[config.mk]
export PLATFORM = sky130hd
export DESIGN_NAME = ssfs_host
export DESIGN_NICKNAME = d
export VERILOG_FILES = /design/src/verilog/ssfs_pkg.sv /design/src/verilog/ssfs_sync.sv /design/src/verilog/ssfs_edge.sv /design/src/verilog/ssfs_host.sv
export SDC_FILE = /design/constraint.sdc
export NUM_CORES = 1
export LEC_CHECK = 0
export BUFFER_PORTS_ARGS = -buffer_cell sky130_fd_sc_hd__buf_2
export CORE_ASPECT_RATIO = 1.25
export CORE_MARGIN = 2
export CORE_UTILIZATION = 40
export DETAILED_ROUTE_END_ITERATION = 8
export PLACE_DENSITY_LB_ADDON = 0.3
export SYNTH_ARGS = -nofsm -noshare
export SYNTH_HDL_FRONTEND = slang
export SYNTH_SLANG_ARGS = --single-unit
[constraint.sdc]
create_clock -name clock -period 8.6 [get_ports clock]
set_input_delay 1.72 -clock clock [delete_from_list [all_inputs] [get_ports clock]]
set_output_delay 1.72 -clock clock [all_outputs]
set_load 0.005 [all_outputs]
[src/verilog/ssfs_pkg.sv]
// Purpose: shared constants and types for the sync serial frame sequencer peer
// Assumes: 125 MHz clock; half-duplex master clock made by a divider
// Notes: register map below is the peer's own command/status window
package ssfs_pkg;
   localparam int unsigned CLK_MHZ = 125;
   // master-mode serial clock period, in ns
   localparam int unsigned MST_PERIOD_NS = 64;
   // half period in cycles, rounded down, never below one
   localparam int unsigned MST_HALF_RAW = (MST_PERIOD_NS * CLK_MHZ) / 2000;
   localparam logic [7:0] MST_HALF = 8'((MST_HALF_RAW < 1) ? 1 : MST_HALF_RAW);
   // frame-select setup before the first sampling rise, in serial periods
   localparam int unsigned MST_SETUP_PERIODS = 2;
   localparam logic [1:0] MST_SETUP_RISES = 2'(MST_SETUP_PERIODS);
   localparam logic [7:0] MST_SETUP_CYC = 8'(MST_SETUP_PERIODS * 2 * MST_HALF_RAW);
   localparam logic [7:0] LOW_CNT_MAX = 8'hff;
   // control word is always eight bits
   localparam logic [2:0] HD_CTRL_LAST = 3'h7;
   localparam logic [3:0] IDX_FIRST = 4'h0;
   localparam logic [15:0] LEN_MASK_BASE = 16'hfffe;

   localparam logic [7:0] ADDR_CTRL = 8'h00;
   localparam logic [7:0] ADDR_TXW = 8'h04;
   localparam logic [7:0] ADDR_RXW = 8'h08;
   localparam logic [7:0] ADDR_STAT = 8'h0c;
   localparam logic [7:0] ADDR_CMD = 8'h10;

   localparam logic [15:0] CTRL_RST = 16'h7700;
   localparam logic [15:0] CTRL_WMASK = 16'hff1f;
   localparam logic [15:0] TXW_RST = 16'h0000;
   localparam logic [15:0] RXW_RST = 16'h0000;
   localparam int unsigned STAT_RXV = 0;
   localparam int unsigned STAT_OVR = 1;
   localparam int unsigned STAT_BUSY = 2;
   localparam int unsigned STAT_FSS = 3;
   localparam int unsigned CMD_GO = 0;
   localparam logic [2:0] SYNC_INIT = 3'h2;

   // control register layout, low bit first from the right
   typedef struct packed {
      logic [3:0] rlen;
      logic [3:0] wlen;
      logic [2:0] rsvd;
      logic mst;
      logic hdx;
      logic pha;
      logic pol;
      logic en;
   } ssfs_cfg_t;

   // synchronised link lines
   typedef struct packed {
      logic clk;
      logic fss;
      logic tx;
   } ssfs_pins_t;

   typedef enum logic [2:0] {HD_IDLE, HD_CTRL, HD_WAIT, HD_RESP, HD_TAIL} ssfs_hd_t;
   typedef enum logic [2:0] {M_IDLE, M_ARM, M_SETUP, M_CTRL, M_WAIT, M_RESP, M_END} ssfs_ms_t;
endpackage : ssfs_pkg

[src/verilog/ssfs_sync.sv]
// Purpose: two-flop synchroniser for link pins
// Assumes: inputs asynchronous to clock
// Notes: first stage is read only by the second
module ssfs_sync #(
   parameter int W = 1,
   parameter logic [W-1:0] INIT = '0
) (
   input wire logic clock,
   input wire logic rst,
   input wire logic [W-1:0] din,
   output logic [W-1:0] dout
);
   logic [W-1:0] meta_q;

   always_ff @(posedge clock) begin
      if (rst) begin
         meta_q <= INIT;
         dout <= INIT;
      end else begin
         meta_q <= din;
         dout <= meta_q;
      end
   end
endmodule : ssfs_sync

[src/verilog/ssfs_edge.sv]
// Purpose: rise and fall detector on a synchronised level
// Assumes: lvl already on the clock domain
// Notes: pulses are one cycle, combinational from the held level
module ssfs_edge (
   input wire logic clock,
   input wire logic rst,
   input wire logic lvl,
   output logic rise,
   output logic fall
);
   logic prev_q;

   always_ff @(posedge clock) begin
      if (rst) begin
         // follow the level in reset so an idle-high pin shows no edge at release
         prev_q <= lvl;
      end else begin
         prev_q <= lvl;
      end
   end

   assign rise = lvl & ~prev_q;
   assign fall = ~lvl & prev_q;
endmodule : ssfs_edge

[src/verilog/ssfs_host.sv]
// Purpose: off-chip peer of the sync serial port: slave in four clock modes,
//          half-duplex responder, and half-duplex master
// Assumes: link lines sampled by clock, serial clock far slower than clock
// Notes: rx line is the peer's only data output in every role
// How it works
// - phase zero: slave shows bit at select fall
// - mode 0/0: sample rising, change falling
// - mode 0/1: data at first rise, sample falling
// - mode 1/0: sample falling, change rising
// - mode 1/1: sample rising, change falling
// - responder waits one clock, returns 4-16 bits
// - select low all frame, rx quiet during control
// - control sampled rising, response driven falling
// - responder releases rx after LSB or select rise
// - master: select two and a half periods before first sample
module ssfs_host
   import ssfs_pkg::*;
(
   input wire logic clock,
   input wire logic rst,
   input wire logic [7:0] addr,
   input wire logic [15:0] wdata,
   input wire logic wr,
   input wire logic rd,
   output logic [15:0] rdata,
   input wire logic serial_clock_line,
   output logic serial_clock_drv,
   output logic serial_clock_oe_n,
   input wire logic frame_select_line,
   output logic frame_select_drv,
   output logic frame_select_oe_n,
   input wire logic serial_tx_line,
   output logic serial_rx_drv,
   output logic serial_rx_oe_n
);
   ssfs_cfg_t cfg_q;
   logic [15:0] txw_q, rxw_q, rdata_q;
   logic rxv_q, ovr_q, go_q;
   ssfs_pins_t pins_s;
   logic lead_s, trail_s, fss_up, fss_dn;
   logic ev_lead, ev_trail;
   logic active_spi, active_hd, active_ms;
   logic [15:0] len_mask;
   // spi slave state
   logic [3:0] sp_idx_q, sp_cnt_q;
   logic [15:0] sp_sh_q;
   logic sp_out_q, sp_drv_q, sp_done;
   // half-duplex responder state
   ssfs_hd_t hd_q;
   logic [2:0] hd_cnt_q;
   logic [3:0] hd_idx_q;
   logic [7:0] hd_sh_q;
   logic hd_out_q, hd_drv_q, hd_done;
   // half-duplex master state
   ssfs_ms_t ms_q;
   logic [7:0] div_q, ms_low_q;
   logic sclk_q, fss_q, m_tick, m_rise, m_fall;
   logic [1:0] ms_rise_q;
   logic [3:0] ms_idx_q;
   logic [15:0] ms_sh_q;
   logic ms_out_q, ms_drv_q, ms_done;
   logic done_any, rd_rxw;
   logic [15:0] done_word;

   ssfs_sync #(.W(3), .INIT(SYNC_INIT)) u_sync (
      .clock(clock),
      .rst(rst),
      .din({serial_clock_line, frame_select_line, serial_tx_line}),
      .dout(pins_s)
   );

   // normalise polarity so lead is the move away from the rest level
   ssfs_edge u_ck (
      .clock(clock),
      .rst(rst),
      .lvl(pins_s.clk ^ (cfg_q.pol & ~cfg_q.hdx)),
      .rise(lead_s),
      .fall(trail_s)
   );

   ssfs_edge u_fs (
      .clock(clock),
      .rst(rst),
      .lvl(pins_s.fss),
      .rise(fss_up),
      .fall(fss_dn)
   );

   assign active_spi = cfg_q.en & ~cfg_q.mst & ~cfg_q.hdx;
   assign active_hd = cfg_q.en & ~cfg_q.mst & cfg_q.hdx;
   assign active_ms = cfg_q.en & cfg_q.mst;
   assign ev_lead = lead_s;
   assign ev_trail = trail_s;
   assign len_mask = ~(LEN_MASK_BASE << cfg_q.wlen);

   // software window
   assign rd_rxw = rd && (addr == ADDR_RXW);

   always_ff @(posedge clock) begin
      if (rst) begin
         cfg_q <= ssfs_cfg_t'(CTRL_RST);
         txw_q <= TXW_RST;
         go_q <= 1'b0;
      end else begin
         go_q <= wr && (addr == ADDR_CMD) && wdata[CMD_GO];
         if (wr && addr == ADDR_CTRL) begin
            cfg_q <= ssfs_cfg_t'(wdata & CTRL_WMASK);
         end
         if (wr && addr == ADDR_TXW) begin
            txw_q <= wdata;
         end
      end
   end

   assign done_any = sp_done | hd_done | ms_done;
   assign done_word = sp_done ? ({sp_sh_q[14:0], pins_s.tx} & len_mask) :
                      hd_done ? {8'h00, hd_sh_q[6:0], pins_s.tx} :
                      ({ms_sh_q[14:0], pins_s.tx} & ~(LEN_MASK_BASE << cfg_q.rlen));

   // a word landing in the cycle of the clearing read still sets valid
   always_ff @(posedge clock) begin
      if (rst) begin
         rxw_q <= RXW_RST;
         rxv_q <= 1'b0;
         ovr_q <= 1'b0;
      end else begin
         if (done_any) begin
            rxw_q <= done_word;
            rxv_q <= 1'b1;
         end else if (rd_rxw) begin
            rxv_q <= 1'b0;
         end
         if (done_any && rxv_q && !rd_rxw) begin
            ovr_q <= 1'b1;
         end else if (wr && addr == ADDR_STAT && wdata[STAT_OVR]) begin
            ovr_q <= 1'b0;
         end
      end
   end

   always_ff @(posedge clock) begin
      if (rst) begin
         rdata_q <= 16'h0000;
      end else if (rd) begin
         unique case (addr)
            ADDR_CTRL: rdata_q <= 16'(cfg_q);
            ADDR_TXW: rdata_q <= txw_q;
            ADDR_RXW: rdata_q <= rxw_q;
            ADDR_STAT: rdata_q <= {12'h000, pins_s.fss, (ms_q != M_IDLE) | go_q, ovr_q, rxv_q};
            default: rdata_q <= 16'h0000;
         endcase
      end else begin
         rdata_q <= 16'h0000;
      end
   end
   assign rdata = rdata_q;

   // spi-style slave: the port is master, pins sampled through the synchroniser
   always_ff @(posedge clock) begin
      if (rst || !active_spi || fss_up) begin
         sp_idx_q <= IDX_FIRST;
         sp_cnt_q <= IDX_FIRST;
         sp_sh_q <= 16'h0000;
         sp_out_q <= 1'b0;
         sp_drv_q <= 1'b0;
      end else if (fss_dn) begin
         // a new select fall reloads the word, so phase zero needs the pulse
         sp_idx_q <= cfg_q.wlen;
         sp_cnt_q <= IDX_FIRST;
         sp_drv_q <= 1'b1;
         sp_out_q <= cfg_q.pha ? 1'b0 : txw_q[cfg_q.wlen];
      end else if (!pins_s.fss) begin
         if (ev_lead) begin
            if (!cfg_q.pha) begin
               sp_sh_q <= {sp_sh_q[14:0], pins_s.tx};
               sp_cnt_q <= (sp_cnt_q == cfg_q.wlen) ? IDX_FIRST : sp_cnt_q + 4'h1;
            end else begin
               sp_out_q <= txw_q[sp_idx_q];
            end
         end else if (ev_trail) begin
            if (!cfg_q.pha) begin
               if (sp_idx_q != IDX_FIRST) begin
                  sp_idx_q <= sp_idx_q - 4'h1;
                  sp_out_q <= txw_q[sp_idx_q - 4'h1];
               end
            end else begin
               sp_sh_q <= {sp_sh_q[14:0], pins_s.tx};
               sp_cnt_q <= (sp_cnt_q == cfg_q.wlen) ? IDX_FIRST : sp_cnt_q + 4'h1;
               // select held low: next word starts straight after the last
               sp_idx_q <= (sp_idx_q == IDX_FIRST) ? cfg_q.wlen : sp_idx_q - 4'h1;
            end
         end
      end
   end
   assign sp_done = active_spi && !pins_s.fss && !fss_dn && !fss_up &&
                    (cfg_q.pha ? ev_trail : ev_lead) && (sp_cnt_q == cfg_q.wlen);

   // half-duplex responder
   always_ff @(posedge clock) begin
      if (rst || !active_hd || fss_up) begin
         hd_q <= HD_IDLE;
         hd_cnt_q <= 3'h0;
         hd_idx_q <= IDX_FIRST;
         hd_sh_q <= 8'h00;
         hd_out_q <= 1'b0;
         hd_drv_q <= 1'b0;
      end else begin
         unique case (hd_q)
            HD_IDLE: begin
               if (fss_dn) begin
                  hd_q <= HD_CTRL;
                  hd_cnt_q <= 3'h0;
               end
            end
            HD_CTRL: begin
               // rx stays released while the control word arrives
               if (ev_lead) begin
                  hd_sh_q <= {hd_sh_q[6:0], pins_s.tx};
                  hd_cnt_q <= hd_cnt_q + 3'h1;
                  if (hd_cnt_q == HD_CTRL_LAST) begin
                     hd_q <= HD_WAIT;
                  end
               end
            end
            HD_WAIT: begin
               if (ev_lead) begin
                  hd_q <= HD_RESP;
                  hd_idx_q <= cfg_q.rlen;
               end
            end
            HD_RESP: begin
               if (ev_trail) begin
                  hd_out_q <= txw_q[hd_idx_q];
                  hd_drv_q <= 1'b1;
               end else if (ev_lead) begin
                  if (hd_idx_q == IDX_FIRST) begin
                     hd_q <= HD_TAIL;
                  end else begin
                     hd_idx_q <= hd_idx_q - 4'h1;
                  end
               end
            end
            HD_TAIL: begin
               if (ev_trail) begin
                  hd_drv_q <= 1'b0;
                  hd_out_q <= 1'b0;
                  hd_q <= HD_CTRL;
                  hd_cnt_q <= 3'h0;
               end
            end
         endcase
      end
   end
   assign hd_done = active_hd && !fss_up && (hd_q == HD_CTRL) && ev_lead &&
                    (hd_cnt_q == HD_CTRL_LAST);

   // master clock divider, free running while master, rests low otherwise
   assign m_tick = active_ms && (div_q == MST_HALF - 8'h01);
   assign m_rise = m_tick & ~sclk_q;
   assign m_fall = m_tick & sclk_q;

   always_ff @(posedge clock) begin
      if (rst || !active_ms) begin
         div_q <= 8'h00;
         sclk_q <= 1'b0;
      end else if (m_tick) begin
         div_q <= 8'h00;
         sclk_q <= ~sclk_q;
      end else begin
         div_q <= div_q + 8'h01;
      end
   end

   // half-duplex master; the port is the slave
   always_ff @(posedge clock) begin
      if (rst || !active_ms) begin
         ms_q <= M_IDLE;
         fss_q <= 1'b1;
         ms_rise_q <= 2'h0;
         ms_idx_q <= IDX_FIRST;
         ms_sh_q <= 16'h0000;
         ms_out_q <= 1'b0;
         ms_drv_q <= 1'b0;
      end else begin
         unique case (ms_q)
            M_IDLE: begin
               if (go_q) begin
                  ms_q <= M_ARM;
               end
            end
            M_ARM: begin
               if (m_fall) begin
                  fss_q <= 1'b0;
                  ms_rise_q <= 2'h0;
                  ms_q <= M_SETUP;
               end
            end
            M_SETUP: begin
               // skip two rises so select leads the first sample by two and a half periods
               if (m_rise) begin
                  ms_rise_q <= ms_rise_q + 2'h1;
                  if (ms_rise_q == MST_SETUP_RISES - 2'h1) begin
                     ms_q <= M_CTRL;
                     ms_idx_q <= {1'b0, HD_CTRL_LAST};
                  end
               end
            end
            M_CTRL: begin
               if (m_fall) begin
                  ms_out_q <= txw_q[ms_idx_q];
                  ms_drv_q <= 1'b1;
               end else if (m_rise) begin
                  if (ms_idx_q == IDX_FIRST) begin
                     ms_q <= M_WAIT;
                  end else begin
                     ms_idx_q <= ms_idx_q - 4'h1;
                  end
               end
            end
            M_WAIT: begin
               if (m_fall) begin
                  ms_drv_q <= 1'b0;
                  ms_out_q <= 1'b0;
               end else if (m_rise) begin
                  ms_q <= M_RESP;
                  ms_idx_q <= cfg_q.rlen;
               end
            end
            M_RESP: begin
               if (m_rise) begin
                  ms_sh_q <= {ms_sh_q[14:0], pins_s.tx};
                  if (ms_idx_q == IDX_FIRST) begin
                     ms_q <= M_END;
                  end else begin
                     ms_idx_q <= ms_idx_q - 4'h1;
                  end
               end
            end
            M_END: begin
               if (m_rise) begin
                  fss_q <= 1'b1;
                  ms_q <= M_IDLE;
               end
            end
         endcase
      end
   end
   assign ms_done = active_ms && (ms_q == M_RESP) && m_rise && (ms_idx_q == IDX_FIRST);

   // cycles since the master dropped select, for the setup check
   always_ff @(posedge clock) begin
      if (rst || fss_q) begin
         ms_low_q <= 8'h00;
      end else if (ms_low_q != LOW_CNT_MAX) begin
         ms_low_q <= ms_low_q + 8'h01;
      end
   end

   // pins: clock and select only driven in master role
   assign serial_clock_drv = sclk_q;
   assign serial_clock_oe_n = ~active_ms;
   assign frame_select_drv = fss_q;
   assign frame_select_oe_n = ~active_ms;
   assign serial_rx_drv = active_ms ? ms_out_q : (active_hd ? hd_out_q : sp_out_q);
   assign serial_rx_oe_n = active_ms ? ~ms_drv_q : (active_hd ? ~hd_drv_q : ~sp_drv_q);

   // checks
   logic msb_now, bit_now;
   assign msb_now = txw_q[cfg_q.wlen];
   assign bit_now = txw_q[sp_idx_q];
endmodule : ssfs_host

# Word level (Yosys, flattened, before mapping)
# Cells that the tools add are included.
# W data, S select, Z words.
# totals
regBits,152
in_bits,31
out_inout_bits,22
elab_cells,305
# op_classes
n_addsub,7
n_lt_le_gt_ge,5
n_eq_ne,48
n_shift,2
n_mux,100
n_bitwise,32
n_reduce_logical,74
# ops
cell,n
$mux W4,23
$mux W3,23
$pmux W16 S4,1
$mux W15,4
$ne A2 B2 Y1 const B,27
$and A16 B16 Y16,2
$mux W16,2
$not A16 Y16,2
$shl A16 B4 Y16 const A,2
$mux W1,29
$lt A4 B5 Y1 const B,5
$logic_and A1 B1 Y1,22
$pmux W3 S7,1
$bmux W1 S4,5
$reduce_bool A2 Y1,10
$eq A8 B4 Y1 const B,2
$pmux W4 S4,1
$eq A3 B3 Y1 const B,5
$pmux W3 S5,1
$reduce_and A5 Y1,3
$not A1 Y1,13
$eq A3 B2 Y1 const B,4
$logic_not A4 Y1,3
$reduce_and A12 Y1,1
34 further kinds,77

# Longest topological paths before layout
# Gate-level depths: netlist (run 1).
# logic_depth
depth_word,13
ltp_mapped,12

# Modules after synthesis
# Synthesis (run 1) repeated with hierarchy kept, for this count alone.
# unflattened
hier_cells,913
area_unflattened_um2,7902.6
# modules_own_cells
mod,n_inst,cells_each,area_each_um2,seq_area_each_um2
ssfs_host,1,895,7674.9,2882.8
ssfs_sync,1,12,157.7,120.1
ssfs_edge,2,3,35.0,20.0

# Worst setup path before layout (run 1)
# No wires, ideal clock.
# synth_timing
kind,input -> register
from,input addr[1]
to,register cfg_q[15] in the netlist's numbering
arrival_time_ns,3.443
required_ns,8.472
path_slack_ns,5.029
cell_stages,6
path_buffers,1
path_cell_list,or4_1 nor4b_2 nand2_1 clkbuf_1 mux2i_1 nor2_1
# synth_between
elab_chain_cells,2
# synth_lines
item,line,source
start: declaration,ssfs_host.sv:21,"input wire logic [7:0] addr,"
$logic_not A8 Y1,ssfs_host.sv:106,if (wr && addr == ADDR_CTRL) begin
$logic_and A1 B1 Y1,ssfs_host.sv:106,
end signal: assignment,ssfs_host.sv:101,cfg_q <= ssfs_cfg_t'(CTRL_RST);
end signal: assignment,ssfs_host.sv:107,cfg_q <= ssfs_cfg_t'(wdata & CTRL_WMASK);
end: declaration,ssfs_host.sv:36,ssfs_cfg_t cfg_q;
# No other way between the ends.
# A chain may end at the register's enable or synchronous reset.

# Final worst setup path (run 1)
# layout_timing
from,input rst
to,register ms_q[2]
# layout_between
elab_chain_cells,1
# layout_lines
item,line,source
start: declaration,ssfs_host.sv:20,"input wire logic rst,"
$logic_or A1 B1 Y1,ssfs_host.sv:276,if (rst || !active_ms) begin
end signal: assignment,ssfs_host.sv:277,ms_q <= M_IDLE;
end signal: assignment,ssfs_host.sv:288,ms_q <= M_ARM;
end signal: assignment,ssfs_host.sv:295,ms_q <= M_SETUP;
end: declaration,ssfs_host.sv:55,ssfs_ms_t ms_q;
# No other way between the ends.

==> impl_results.html, run 1 <==
<table>
<tr><th>Metric</th><th>Value</th></tr>
<tr><th colspan="2">Placement</th></tr>
<tr><td>Final Wtd Congestion</td><td>0.8619</td></tr>
<tr><td>Total placed cells including tap cells</td><td>~1.2k</td></tr>
<tr><td>Number of buffers inserted by port buffering</td><td>52</td></tr>
<tr><td>Half-perimeter wire length after detailed placement</td><td>15.80 mm</td></tr>
<tr><th colspan="2">Worst setup path</th></tr>
<tr><td>Arrival time reported for the critical path endpoint</td><td>4.54 ns</td></tr>
<tr><td>Data required, critical path</td><td>8.92 ns</td></tr>
<tr><td>Crit path buffers/inverters</td><td>2</td></tr>
<tr><td>Class of the most critical setup path</td><td>input port to flop</td></tr>
<tr><td>Largest driver fanout on the critical path</td><td>41</td></tr>
<tr><td>Sort of element at the end of the critical path</td><td>flop</td></tr>
<tr><td>Category of cells accounting for the largest share of critical-path delay</td><td>buffers and inverters</td></tr>
<tr><td>Crit start category</td><td>input port</td></tr>
<tr><td>Library cell contributing the largest single delay on the critical path</td><td>sky130_fd_sc_hd__nand2_1</td></tr>
<tr><td>Slowest stage delay, CP</td><td>0.94 ns</td></tr>
<tr><td>CP cell instances</td><td>buf_2, clkinv_1, nand2_1, a21oi_1, a32oi_1, o21ai_0</td></tr>
<tr><th colspan="2">Global route</th></tr>
<tr><td>Aggregate global-route resource usage</td><td>0.2176</td></tr>
<tr><td>First-pass GRT wire length</td><td>roughly 36 mm</td></tr>
<tr><td>Antenna violations before repair</td><td>0</td></tr>
<tr><td>GRT overflow</td><td>0</td></tr>
<tr><td>Via count of the first global-routing pass</td><td>6,399</td></tr>
<tr><td>Maximum number of pins on one net before global-route repair</td><td>42</td></tr>
<tr><th colspan="2">Finish</th></tr>
<tr><td>Antenna Diode Count</td><td>0</td></tr>
<tr><td>Commonest cells after routing, fill and taps aside</td><td>sky130_fd_sc_hd__dfxtp_1 (152), sky130_fd_sc_hd__nor2_1 (106), sky130_fd_sc_hd__a21oi_1 (74)</td></tr>
<tr><td>Non-filler cells, final</td><td>1,186</td></tr>
<tr><td>Number of nets in the final layout</td><td>950</td></tr>
<tr><td>Commonest non-fill, non-tap cell in the layout</td><td>sky130_fd_sc_hd__dfxtp_1</td></tr>
<tr><td>Ratio of cells with drive above 1 in the final layout</td><td>0.1498</td></tr>
<tr><td>Area overhead of the layout relative to synthesis</td><td>11.88%</td></tr>
<tr><th colspan="2">Drt</th></tr>
<tr><td>Remaining routing DRC violations</td><td>0</td></tr>
<tr><td>Iter 0 DRT Violations</td><td>798</td></tr>
<tr><td>Routed wire per std cell</td><td>between 15 and 20 um</td></tr>
<tr><td>Antenna-violating nets left</td><td>0</td></tr>
<tr><td>Total number of vias</td><td>6,880</td></tr>
<tr><td>Per-cell via count in the routed design</td><td>approximately 5.8</td></tr>
<tr><td>Post-detailed-routing wire length</td><td>22.40 mm</td></tr>
<tr><td>Detailed-routing iteration count for the pre-antenna-repair pass</td><td>5</td></tr>
<tr><th colspan="2">CTS</th></tr>
<tr><td>Buffer levels on the longest clock path</td><td>2</td></tr>
<tr><td>Number of buffers added for setup after CTS</td><td>0</td></tr>
<tr><td>Root Buffer Master</td><td>sky130_fd_sc_hd__clkbuf_16</td></tr>
<tr><td>Worst-Skew Late Latency</td><td>0.43 ns</td></tr>
<tr><td>Inserted Clock Buffers</td><td>17</td></tr>
<tr><td>Clk slew on worst S/H paths</td><td>about 0.06 ns</td></tr>
<tr><td># clock sinks</td><td>roughly 150</td></tr>
<tr><td>Clock tree from TritonCTS</td><td>built</td></tr>
<tr><td>Quantity of gates resized following cts</td><td>0</td></tr>
<tr><td>CTS HTree Levels</td><td>4</td></tr>
<tr><td>Number of hold buffers added after cts</td><td>0</td></tr>
<tr><th colspan="2">Yosys</th></tr>
<tr><td>Cell types with the largest area share after synthesis</td><td>sky130_fd_sc_hd__dfxtp_1 (38%), sky130_fd_sc_hd__mux2i_1 (7.7%), sky130_fd_sc_hd__mux4_2 (5.9%)</td></tr>
<tr><td>Sequential fraction of the synthesis area</td><td>0.3817</td></tr>
<tr><td>Post-synthesis cell count</td><td>between 900 and 1k</td></tr>
<tr><td>Number of nets in the synthesized netlist</td><td>946</td></tr>
<tr><td>Share of async-settable or async-resettable flops after synthesis</td><td>0</td></tr>
<tr><td>Syn Std Cell Area</td><td>about 8000 um2</td></tr>
<tr><td>Count of distinct cell types in the synthesized netlist</td><td>77</td></tr>
<tr><td>Syn_area_per_cell</td><td>approximately 8.8 um2</td></tr>
<tr><td>Number of flops mapped to enable cells by yosys</td><td>0</td></tr>
<tr><td>Yosys top cell area share</td><td>0.3817</td></tr>
<tr><td>Synth area leader</td><td>sky130_fd_sc_hd__dfxtp_1</td></tr>
<tr><td>Dominant synthesized flop cell</td><td>sky130_fd_sc_hd__dfxtp_1</td></tr>
<tr><td>Yosys warnings</td><td>0</td></tr>
<tr><td>Synth Register Bits</td><td>152</td></tr>
<tr><th colspan="2">Timing</th></tr>
<tr><td>Slew at the pin closest to its max-slew limit</td><td>1.213 ns</td></tr>
<tr><td>Final-layout setup total negative slack</td><td>0 ns</td></tr>
<tr><td>Worst-case headroom to the max-slew limit</td><td>0.1800</td></tr>
<tr><td>Share of the clock period used by the worst path after layout</td><td>0.4913</td></tr>
<tr><td>Post-layout min period</td><td>4.226 ns</td></tr>
<tr><td>Setup violators final</td><td>0</td></tr>
<tr><td>Worst clock skew</td><td>0.009670 ns</td></tr>
<tr><td>Upper clock frequency limit</td><td>~240 MHz</td></tr>
<tr><td>Final Hold Slack</td><td>0.4124 ns</td></tr>
<tr><td>Final-report max-slew violation count</td><td>0</td></tr>
<tr><td>Final hold viol count</td><td>0</td></tr>
<tr><td>RSZ-0062 raised after global routing</td><td>false</td></tr>
<tr><th colspan="2">Floorplanning</th></tr>
<tr><td>Number of top-level pins</td><td>53</td></tr>
<tr><td>Die footprint</td><td>21,080 um2</td></tr>
<tr><td>Width of the die</td><td>130.3 um</td></tr>
<tr><td>Initial core utilization</td><td>0.4094</td></tr>
<tr><td>Die Height</td><td>around 160 um</td></tr>
<tr><td>Cell Rows</td><td>57</td></tr>
<tr><td>Floorplan core area</td><td>19,470 um2</td></tr>
<tr><th colspan="2">Power</th></tr>
<tr><td>Leakage</td><td>3.219 nW</td></tr>
<tr><td>Pwr Density</td><td>approximately 170 nW/um2</td></tr>
<tr><td>Max VDD drop</td><td>0.0001271 V</td></tr>
<tr><th colspan="2">Outcome</th></tr>
<tr><td>Result of the run</td><td>finished, final reports clean</td></tr>
<tr><th colspan="2">Flow run</th></tr>
<tr><td>Max Cap Violations</td><td>0</td></tr>
<tr><th colspan="2">Worst hold path</th></tr>
<tr><td>Worst hold-check path type</td><td>flop to flop</td></tr>
</table>
## kinds of logic after synthesis
family | after synthesis | share of synthesized area
XOR/XNOR | 23 | 0.02527
AO/OA/AOI/OAI | 206 | 0.1738
adder cells (fa/ha/maj) | 11 | 0.01727
flip-flops | 152 | 0.3817
buffers and inverters | 92 | 0.04787
AND/OR/NAND/NOR | 333 | 0.2111
multiplexers | 87 | 0.1430
## synthesized netlist by cell type (4+ instances only)
cell type / count
sky130_fd_sc_hd__dfxtp_1: 152
sky130_fd_sc_hd__nor2_1: 106
sky130_fd_sc_hd__a21oi_1: 74
sky130_fd_sc_hd__nand2_1: 63
sky130_fd_sc_hd__mux2i_1: 61
sky130_fd_sc_hd__clkbuf_1: 56
sky130_fd_sc_hd__nand3_1: 38
sky130_fd_sc_hd__o21ai_0: 30
sky130_fd_sc_hd__mux4_2: 21
sky130_fd_sc_hd__inv_1: 19
sky130_fd_sc_hd__nor3_1: 19
sky130_fd_sc_hd__nor2b_1: 17
sky130_fd_sc_hd__nand2b_1: 15
sky130_fd_sc_hd__nand4_1: 14
sky130_fd_sc_hd__xnor2_1: 12
sky130_fd_sc_hd__ha_1: 11
sky130_fd_sc_hd__xor2_1: 11
sky130_fd_sc_hd__a31oi_1: 9
sky130_fd_sc_hd__buf_2: 8
sky130_fd_sc_hd__o2111ai_1: 8
sky130_fd_sc_hd__a211oi_1: 7
sky130_fd_sc_hd__and3_1: 7
sky130_fd_sc_hd__nor3b_1: 7
sky130_fd_sc_hd__o31ai_1: 7
sky130_fd_sc_hd__a22oi_1: 6
sky130_fd_sc_hd__a311oi_1: 6
sky130_fd_sc_hd__nand3b_1: 6
sky130_fd_sc_hd__a32oi_1: 5
sky130_fd_sc_hd__and2_1: 5
sky130_fd_sc_hd__mux2_2: 5
sky130_fd_sc_hd__or2_2: 5
sky130_fd_sc_hd__a2111oi_0: 4
sky130_fd_sc_hd__a311oi_2: 4
sky130_fd_sc_hd__nor4_1: 4
sky130_fd_sc_hd__or3_1: 4
## sequential cells by signal, summed over array words and instances (netlist names), 4 cells and up
| signal | cells |
|---|---|
| sp_idx_q | 4 |
| rdata | 16 |
| rxw_q | 16 |
| txw_q | 16 |
| hd_sh_q | 7 |
| div_q | 8 |
| hd_idx_q | 4 |
| ms_sh_q | 15 |
| ms_idx_q | 4 |
| sp_sh_q | 15 |
| sp_cnt_q | 4 |
| cfg_q | 13 |
## worst register-to-register path: cells and delay by family, from the launching register on
kind,cells,cell delay (ns)
xor+xnor,1,0.17
flops,1,0.45
compound gates,2,0.51
simple gates,4,2.29
fa+ha+maj,1,0.41
## layout make-up
| class | count | area, um2 |
|---|---|---|
| Inverter | 21 | 78.83 |
| Fill cell | 1913 | 10550 |
| Clock buffer | 19 | 442.9 |
| Timing Repair Buffer | 56 | 290.3 |
| Multi-Input combinational cell | 660 | 4562 |
| Clock inverter | 13 | 170.2 |
| Tap cell | 265 | 331.6 |
| Sequential cell | 152 | 3043 |
## report_power, final
part,switching [mW],internal [mW]
logic,0.0237,0.0140
clock network,0.313,0.467
registers,0.00280,0.706
## per-stage QoR
| step | setup WS, ns | power (mW) | cell area (um2) | utilization |
|---|---|---|---|---|
| after floorplan | 5.029 | 0.7452 | 7971 | - |
| after global placement | 3.991 | 0.7616 | 8305 | 0.4266 |
| after detailed placement | 3.926 | 0.7617 | 8305 | 0.4266 |
| after CTS | 4.408 | 1.539 | 8919 | 0.4581 |
| after global routing | 4.044 | 1.571 | 8919 | 0.4581 |
| final | 4.374 | 1.527 | 8919 | 0.4581 |
## final timing paths
path,start,to,slack [ns],cells past startpoint
min,u_sync.meta_q[1]$_SDFF_PP1_,u_sync.dout[1]$_SDFF_PP1_,0.41,1
max,rst,ms_q[2]$_SDFFE_PP0P_,4.37,6
min reg2reg,u_sync.meta_q[1]$_SDFF_PP1_,u_sync.dout[1]$_SDFF_PP1_,0.41,1
max reg2reg,cfg_q[3]$_SDFFE_PP0P_,rxw_q[12]$_SDFFE_PP0P_,4.61,8
## per-layer routing
| layer | wire (um) | GRT usage | up-vias |
|---|---|---|---|
| met3 | 1363 | 0.04545 | 46 |
| met1 | 9716 | 0.2894 | 3291 |
| li1 | - | - | 3300 |
| met5 | 0 | 0 | - |
| met2 | 10740 | 0.3472 | 243 |
| met4 | 580 | 0.08065 | 0 |
(Power assumes the default switching activity.)
==> inputs of run 2 (changes only) <==
--- a/config.mk
+++ b/config.mk
@@ -5,6 +5,7 @@
 export SDC_FILE = /design/constraint.sdc
 export NUM_CORES = 1
 export LEC_CHECK = 0
+export ABC_AREA = 1
 export BUFFER_PORTS_ARGS = -buffer_cell sky130_fd_sc_hd__buf_2
 export CORE_ASPECT_RATIO = 1.25
 export CORE_MARGIN = 2
==> constraint.sdc (replaced) <==
create_clock -name clock -period 3.9 [get_ports clock]
set_input_delay 0.78 -clock clock [delete_from_list [all_inputs] [get_ports clock]]
set_output_delay 0.78 -clock clock [all_outputs]
set_load 0.005 [all_outputs]
==> impl_results.html, run 2 <==
<table>
<tr><th>Metric</th><th>Value</th></tr>
<tr><th colspan="2">Outcome</th></tr>
<tr><td>Result of the run</td><td>finished, final reports clean (unchanged)</td></tr>
<tr><th colspan="2">CTS</th></tr>
<tr><td>Clk slew on worst S/H paths</td><td>0.06 ns (about the same)</td></tr>
<tr><td>Clock tree from TritonCTS</td><td>built (unchanged)</td></tr>
<tr><td>Buffer levels on the longest clock path</td><td>2 (unchanged)</td></tr>
<tr><td>Root Buffer Master</td><td>sky130_fd_sc_hd__clkbuf_16 (unchanged)</td></tr>
<tr><td>Worst-Skew Late Latency</td><td>0.43 ns (about the same)</td></tr>
<tr><td>Inserted Clock Buffers</td><td>17 (unchanged)</td></tr>
<tr><td># clock sinks</td><td>152 (unchanged)</td></tr>
<tr><td>Number of buffers added for setup after CTS</td><td>0 (unchanged)</td></tr>
<tr><td>Number of hold buffers added after cts</td><td>0 (unchanged)</td></tr>
<tr><td>Quantity of gates resized following cts</td><td>0 (unchanged)</td></tr>
<tr><td>CTS HTree Levels</td><td>4 (unchanged)</td></tr>
<tr><th colspan="2">Placement</th></tr>
<tr><td>Final Wtd Congestion</td><td>0.8931 (was 0.8619)</td></tr>
<tr><td>Area of placed instances</td><td>8343 um2 (was 8305 um2)</td></tr>
<tr><td>Half-perimeter wire length after detailed placement</td><td>17.32 mm (was 15.80 mm)</td></tr>
<tr><td>Number of buffers inserted by port buffering</td><td>52 (unchanged)</td></tr>
<tr><td>Setup slack after placement</td><td>1.163 ns (was 3.926 ns)</td></tr>
<tr><th colspan="2">Yosys</th></tr>
<tr><td>Share of async-settable or async-resettable flops after synthesis</td><td>0 (unchanged)</td></tr>
<tr><td>Dominant synthesized flop cell</td><td>sky130_fd_sc_hd__dfxtp_1 (unchanged)</td></tr>
<tr><td>Count of distinct cell types in the synthesized netlist</td><td>41 (was 77)</td></tr>
<tr><td>Most frequent cell after synthesis</td><td>sky130_fd_sc_hd__nand2_1 (was sky130_fd_sc_hd__dfxtp_1)</td></tr>
<tr><td>Cell types with the largest area share after synthesis</td><td>sky130_fd_sc_hd__dfxtp_1 (38%), sky130_fd_sc_hd__nand2_1 (12%), sky130_fd_sc_hd__o21ai_0 (8.2%) (was sky130_fd_sc_hd__dfxtp_1 (38%), sky130_fd_sc_hd__mux2i_1 (7.7%), sky130_fd_sc_hd__mux4_2 (5.9%))</td></tr>
<tr><td>Yosys warnings</td><td>0 (unchanged)</td></tr>
<tr><td>Number of flops mapped to enable cells by yosys</td><td>0 (unchanged)</td></tr>
<tr><td>Yosys top cell area share</td><td>0.3849 (was 0.3817)</td></tr>
<tr><td>Post-synthesis cell count</td><td>1,189 (was 904)</td></tr>
<tr><td>Synth area leader</td><td>sky130_fd_sc_hd__dfxtp_1 (unchanged)</td></tr>
<tr><td>Synth Register Bits</td><td>152 (unchanged)</td></tr>
<tr><td>Cell types with the highest counts after synthesis</td><td>sky130_fd_sc_hd__nand2_1 (254), sky130_fd_sc_hd__dfxtp_1 (152), sky130_fd_sc_hd__nor2_1 (142) (was sky130_fd_sc_hd__dfxtp_1 (152), sky130_fd_sc_hd__nor2_1 (106), sky130_fd_sc_hd__a21oi_1 (74))</td></tr>
<tr><td>Sequential fraction of the synthesis area</td><td>0.3849 (was 0.3817)</td></tr>
<tr><td>Syn_area_per_cell</td><td>6.650 um2 (was 8.818 um2)</td></tr>
<tr><td>Syn Std Cell Area</td><td>7906 um2 (was 7971 um2)</td></tr>
<tr><td>Number of nets in the synthesized netlist</td><td>1,231 (was 946)</td></tr>
<tr><th colspan="2">Finish</th></tr>
<tr><td>Ratio of cells with drive above 1 in the final layout</td><td>0.1028 (was 0.1498)</td></tr>
<tr><td>Antenna Diode Count</td><td>0 (unchanged)</td></tr>
<tr><td>Total of fill cells in the finished design</td><td>2,061 (was 1,913)</td></tr>
<tr><td>Core Util, Final</td><td>0.4603 (was 0.4581)</td></tr>
<tr><td>Storage cell area</td><td>3043 um2 (unchanged)</td></tr>
<tr><td>Number of nets in the final layout</td><td>1,264 (was 950)</td></tr>
<tr><td>Post-route design area</td><td>8930 um2 (was 8919 um2)</td></tr>
<tr><td>Area used by multi-input combinational logic</td><td>4128 um2 (was 4562 um2)</td></tr>
<tr><td>Commonest non-fill, non-tap cell in the layout</td><td>sky130_fd_sc_hd__nand2_1 (was sky130_fd_sc_hd__dfxtp_1)</td></tr>
<tr><td>Commonest cells after routing, fill and taps aside</td><td>sky130_fd_sc_hd__nand2_1 (254), sky130_fd_sc_hd__dfxtp_1 (152), sky130_fd_sc_hd__nor2_1 (142) (was sky130_fd_sc_hd__dfxtp_1 (152), sky130_fd_sc_hd__nor2_1 (106), sky130_fd_sc_hd__a21oi_1 (74))</td></tr>
<tr><td>Area overhead of the layout relative to synthesis</td><td>12.95% (was 11.88%)</td></tr>
<tr><th colspan="2">Worst setup path</th></tr>
<tr><td>Most common cell on crit path</td><td>sky130_fd_sc_hd__inv_1</td></tr>
<tr><td>Library cell contributing the largest single delay on the critical path</td><td>sky130_fd_sc_hd__nand3_2 (was sky130_fd_sc_hd__nand2_1)</td></tr>
<tr><td>Data required, critical path</td><td>4.26 ns (was 8.92 ns)</td></tr>
<tr><td>Slowest stage delay, CP</td><td>0.43 ns (was 0.94 ns)</td></tr>
<tr><td>Class of the most critical setup path</td><td>flop to flop (was input port to flop)</td></tr>
<tr><td>Arrival time reported for the critical path endpoint</td><td>3.16 ns (was 4.54 ns)</td></tr>
<tr><td>Sort of element at the end of the critical path</td><td>flop (unchanged)</td></tr>
<tr><td>Crit path buffers/inverters</td><td>4 (was 2)</td></tr>
<tr><td>Largest driver fanout on the critical path</td><td>21 (was 41)</td></tr>
<tr><td>Crit start category</td><td>flop (was input port)</td></tr>
<tr><td>Category of cells accounting for the largest share of critical-path delay</td><td>simple AND/OR/NAND/NOR gates (was buffers and inverters)</td></tr>
<tr><td>CP cell instances</td><td>inv_1, nand2_1, xor2_1, inv_1, ha_1, nand2_1, o21ai_0, nand3_1, inv_1, nand3_2, nand3_2, inv_4, nor2_1, nor2_1 (was buf_2, clkinv_1, nand2_1, a21oi_1, a32oi_1, o21ai_0)</td></tr>
<tr><th colspan="2">Timing</th></tr>
<tr><td>Final Hold Slack</td><td>0.4009 ns (was 0.4124 ns)</td></tr>
<tr><td>Worst clock skew</td><td>0.01178 ns (was 0.009670 ns)</td></tr>
<tr><td>Upper clock frequency limit</td><td>between 300 and 400 MHz</td></tr>
<tr><td>Final-report max-slew violation count</td><td>0 (unchanged)</td></tr>
<tr><td>Least setup slack across all paths after layout</td><td>1.103 ns (was 4.374 ns)</td></tr>
<tr><td>Worst-case headroom to the max-slew limit</td><td>0.4561 (was 0.1800)</td></tr>
<tr><td>Final-layout setup total negative slack</td><td>0 ns (unchanged)</td></tr>
<tr><td>Share of the clock period used by the worst path after layout</td><td>0.7172</td></tr>
<tr><td>Setup violators final</td><td>0 (unchanged)</td></tr>
<tr><td>Slew at the pin closest to its max-slew limit</td><td>0.8128 ns (was 1.213 ns)</td></tr>
<tr><td>Post-layout min period</td><td>about 2.8 ns</td></tr>
<tr><td>Final hold viol count</td><td>0 (unchanged)</td></tr>
<tr><td>RSZ-0062 raised after global routing</td><td>false (unchanged)</td></tr>
<tr><th colspan="2">Power</th></tr>
<tr><td>Max VDD drop</td><td>0.0003137 V (was 0.0001271 V)</td></tr>
<tr><td>Leakage</td><td>3.821 nW (was 3.219 nW)</td></tr>
<tr><td>Pwr Density</td><td>367.3 nW/um2 (was 171.2 nW/um2)</td></tr>
<tr><th colspan="2">Global route</th></tr>
<tr><td>GRT overflow</td><td>0 (unchanged)</td></tr>
<tr><td>Aggregate global-route resource usage</td><td>0.2235 (was 0.2176)</td></tr>
<tr><td>Via count of the first global-routing pass</td><td>7,089 (was 6,399)</td></tr>
<tr><td>First-pass GRT wire length</td><td>36.43 mm (was 35.54 mm)</td></tr>
<tr><td>Antenna violations before repair</td><td>0 (unchanged)</td></tr>
<tr><td>Maximum number of pins on one net before global-route repair</td><td>46 (was 42)</td></tr>
<tr><th colspan="2">Floorplanning</th></tr>
<tr><td>Die Height</td><td>161.2 um (was 161.8 um)</td></tr>
<tr><td>Cell Rows</td><td>57 (unchanged)</td></tr>
<tr><td>Initial core utilization</td><td>0.4076 (was 0.4094)</td></tr>
<tr><td>Die footprint</td><td>20,910 um2 (was 21,080 um2)</td></tr>
<tr><td>Width of the die</td><td>129.8 um (was 130.3 um)</td></tr>
<tr><td>Number of top-level pins</td><td>53 (unchanged)</td></tr>
<tr><td>Floorplan core area</td><td>19,400 um2 (was 19,470 um2)</td></tr>
<tr><th colspan="2">Drt</th></tr>
<tr><td>Routed wire per std cell</td><td>15.34 um (was 18.89 um)</td></tr>
<tr><td>Antenna-violating nets left</td><td>0 (unchanged)</td></tr>
<tr><td>Detailed-routing iteration count for the pre-antenna-repair pass</td><td>6 (was 5)</td></tr>
<tr><td>Total number of vias</td><td>7,865 (was 6,880)</td></tr>
<tr><td>Post-detailed-routing wire length</td><td>23.01 mm (was 22.40 mm)</td></tr>
<tr><td>Remaining routing DRC violations</td><td>0 (unchanged)</td></tr>
<tr><td>Iter 0 DRT Violations</td><td>646 (was 798)</td></tr>
<tr><td>Per-cell via count in the routed design</td><td>5.243 (was 5.801)</td></tr>
<tr><th colspan="2">Flow run</th></tr>
<tr><td>Max Cap Violations</td><td>0 (unchanged)</td></tr>
<tr><th colspan="2">Worst hold path</th></tr>
<tr><td>Worst hold-check path type</td><td>flop to flop (unchanged)</td></tr>
</table>
[run 2: cell types whose count changed after synthesis, sizes merged, moves of 10 or more]
| cell | delta |
|---|---|
| a21oi | +28 |
| a311oi | -10 |
| clkbuf | -30 |
| inv | +111 |
| mux2i | -61 |
| mux4 | -21 |
| nand2 | +195 |
| nand2b | -15 |
| nand3 | +73 |
| nor2 | +44 |
| nor2b | -17 |
| o21ai | +100 |
| xnor2 | -10 |
[run 2: area by class of cell]
type / count / share of cell area
inverters: 138 / 0.05829
flip-flops and latches: 152 / 0.3408
clock inverters: 13 / 0.01611
multi-input cells: 853 / 0.4622
repair buffers: 60 / 0.03587
clock buffers: 19 / 0.04960
well taps: 265 / 0.03713
[run 2: per-stage QoR]
stage                     std cells  power (mW)
final                          1500       3.280
after global routing           1500       3.379
after CTS                      1500       3.300
after detailed placement       1468       1.664
after global placement         1468       1.664
after floorplan                1189       1.630
[run 2: worst paths after layout]
check / start / to / slack [ns] / cells past startpoint
worst max-delay path: cfg_q[3]$_SDFFE_PP0P_ / rxw_q[11]$_SDFFE_PP0P_ / 1.10 / 14
worst min-delay path: u_sync.meta_q[2]$_SDFF_PP0_ / u_sync.dout[2]$_SDFF_PP0_ / 0.40 / 2
worst max register to register: cfg_q[3]$_SDFFE_PP0P_ / rxw_q[11]$_SDFFE_PP0P_ / 1.10 / 14
worst min register to register: u_sync.meta_q[2]$_SDFF_PP0_ / u_sync.dout[2]$_SDFF_PP0_ / 0.40 / 2
[run 2: layer usage]
layer | GRT usage | wire length, um
met1 | 0.2904 | 9936
met2 | 0.3617 | 11000
met3 | 0.04902 | 1397
met4 | 0.08358 | 671
met5 | 0 | 0
[run 2: worst min-delay path, cell delays in order (launching register included)]
cell,delay [ns]
sky130_fd_sc_hd__dfxtp_1,0.29
sky130_fd_sc_hd__inv_1,0.04
sky130_fd_sc_hd__nor2_1,0.03
[run 2: power breakdown]
group          total (mW)  internal (mW)  switching (mW)
Sequential           1.56           1.56         0.00427
Combinational      0.0703         0.0233          0.0469
Clock                1.65          0.966           0.683
Total                3.28           2.55           0.734
[run 2: cell families (layout without fill, tap and decap cells)]
family          after synthesis  after routing  share of synthesized area
compound gates              267            267                     0.1802
xor+xnor                     11             11                    0.01219
fa+ha+maj                    11             11                    0.01741
buf+inv                     184            230                    0.09385
flops                       152            152                     0.3849
simple gates                564            564                     0.3114
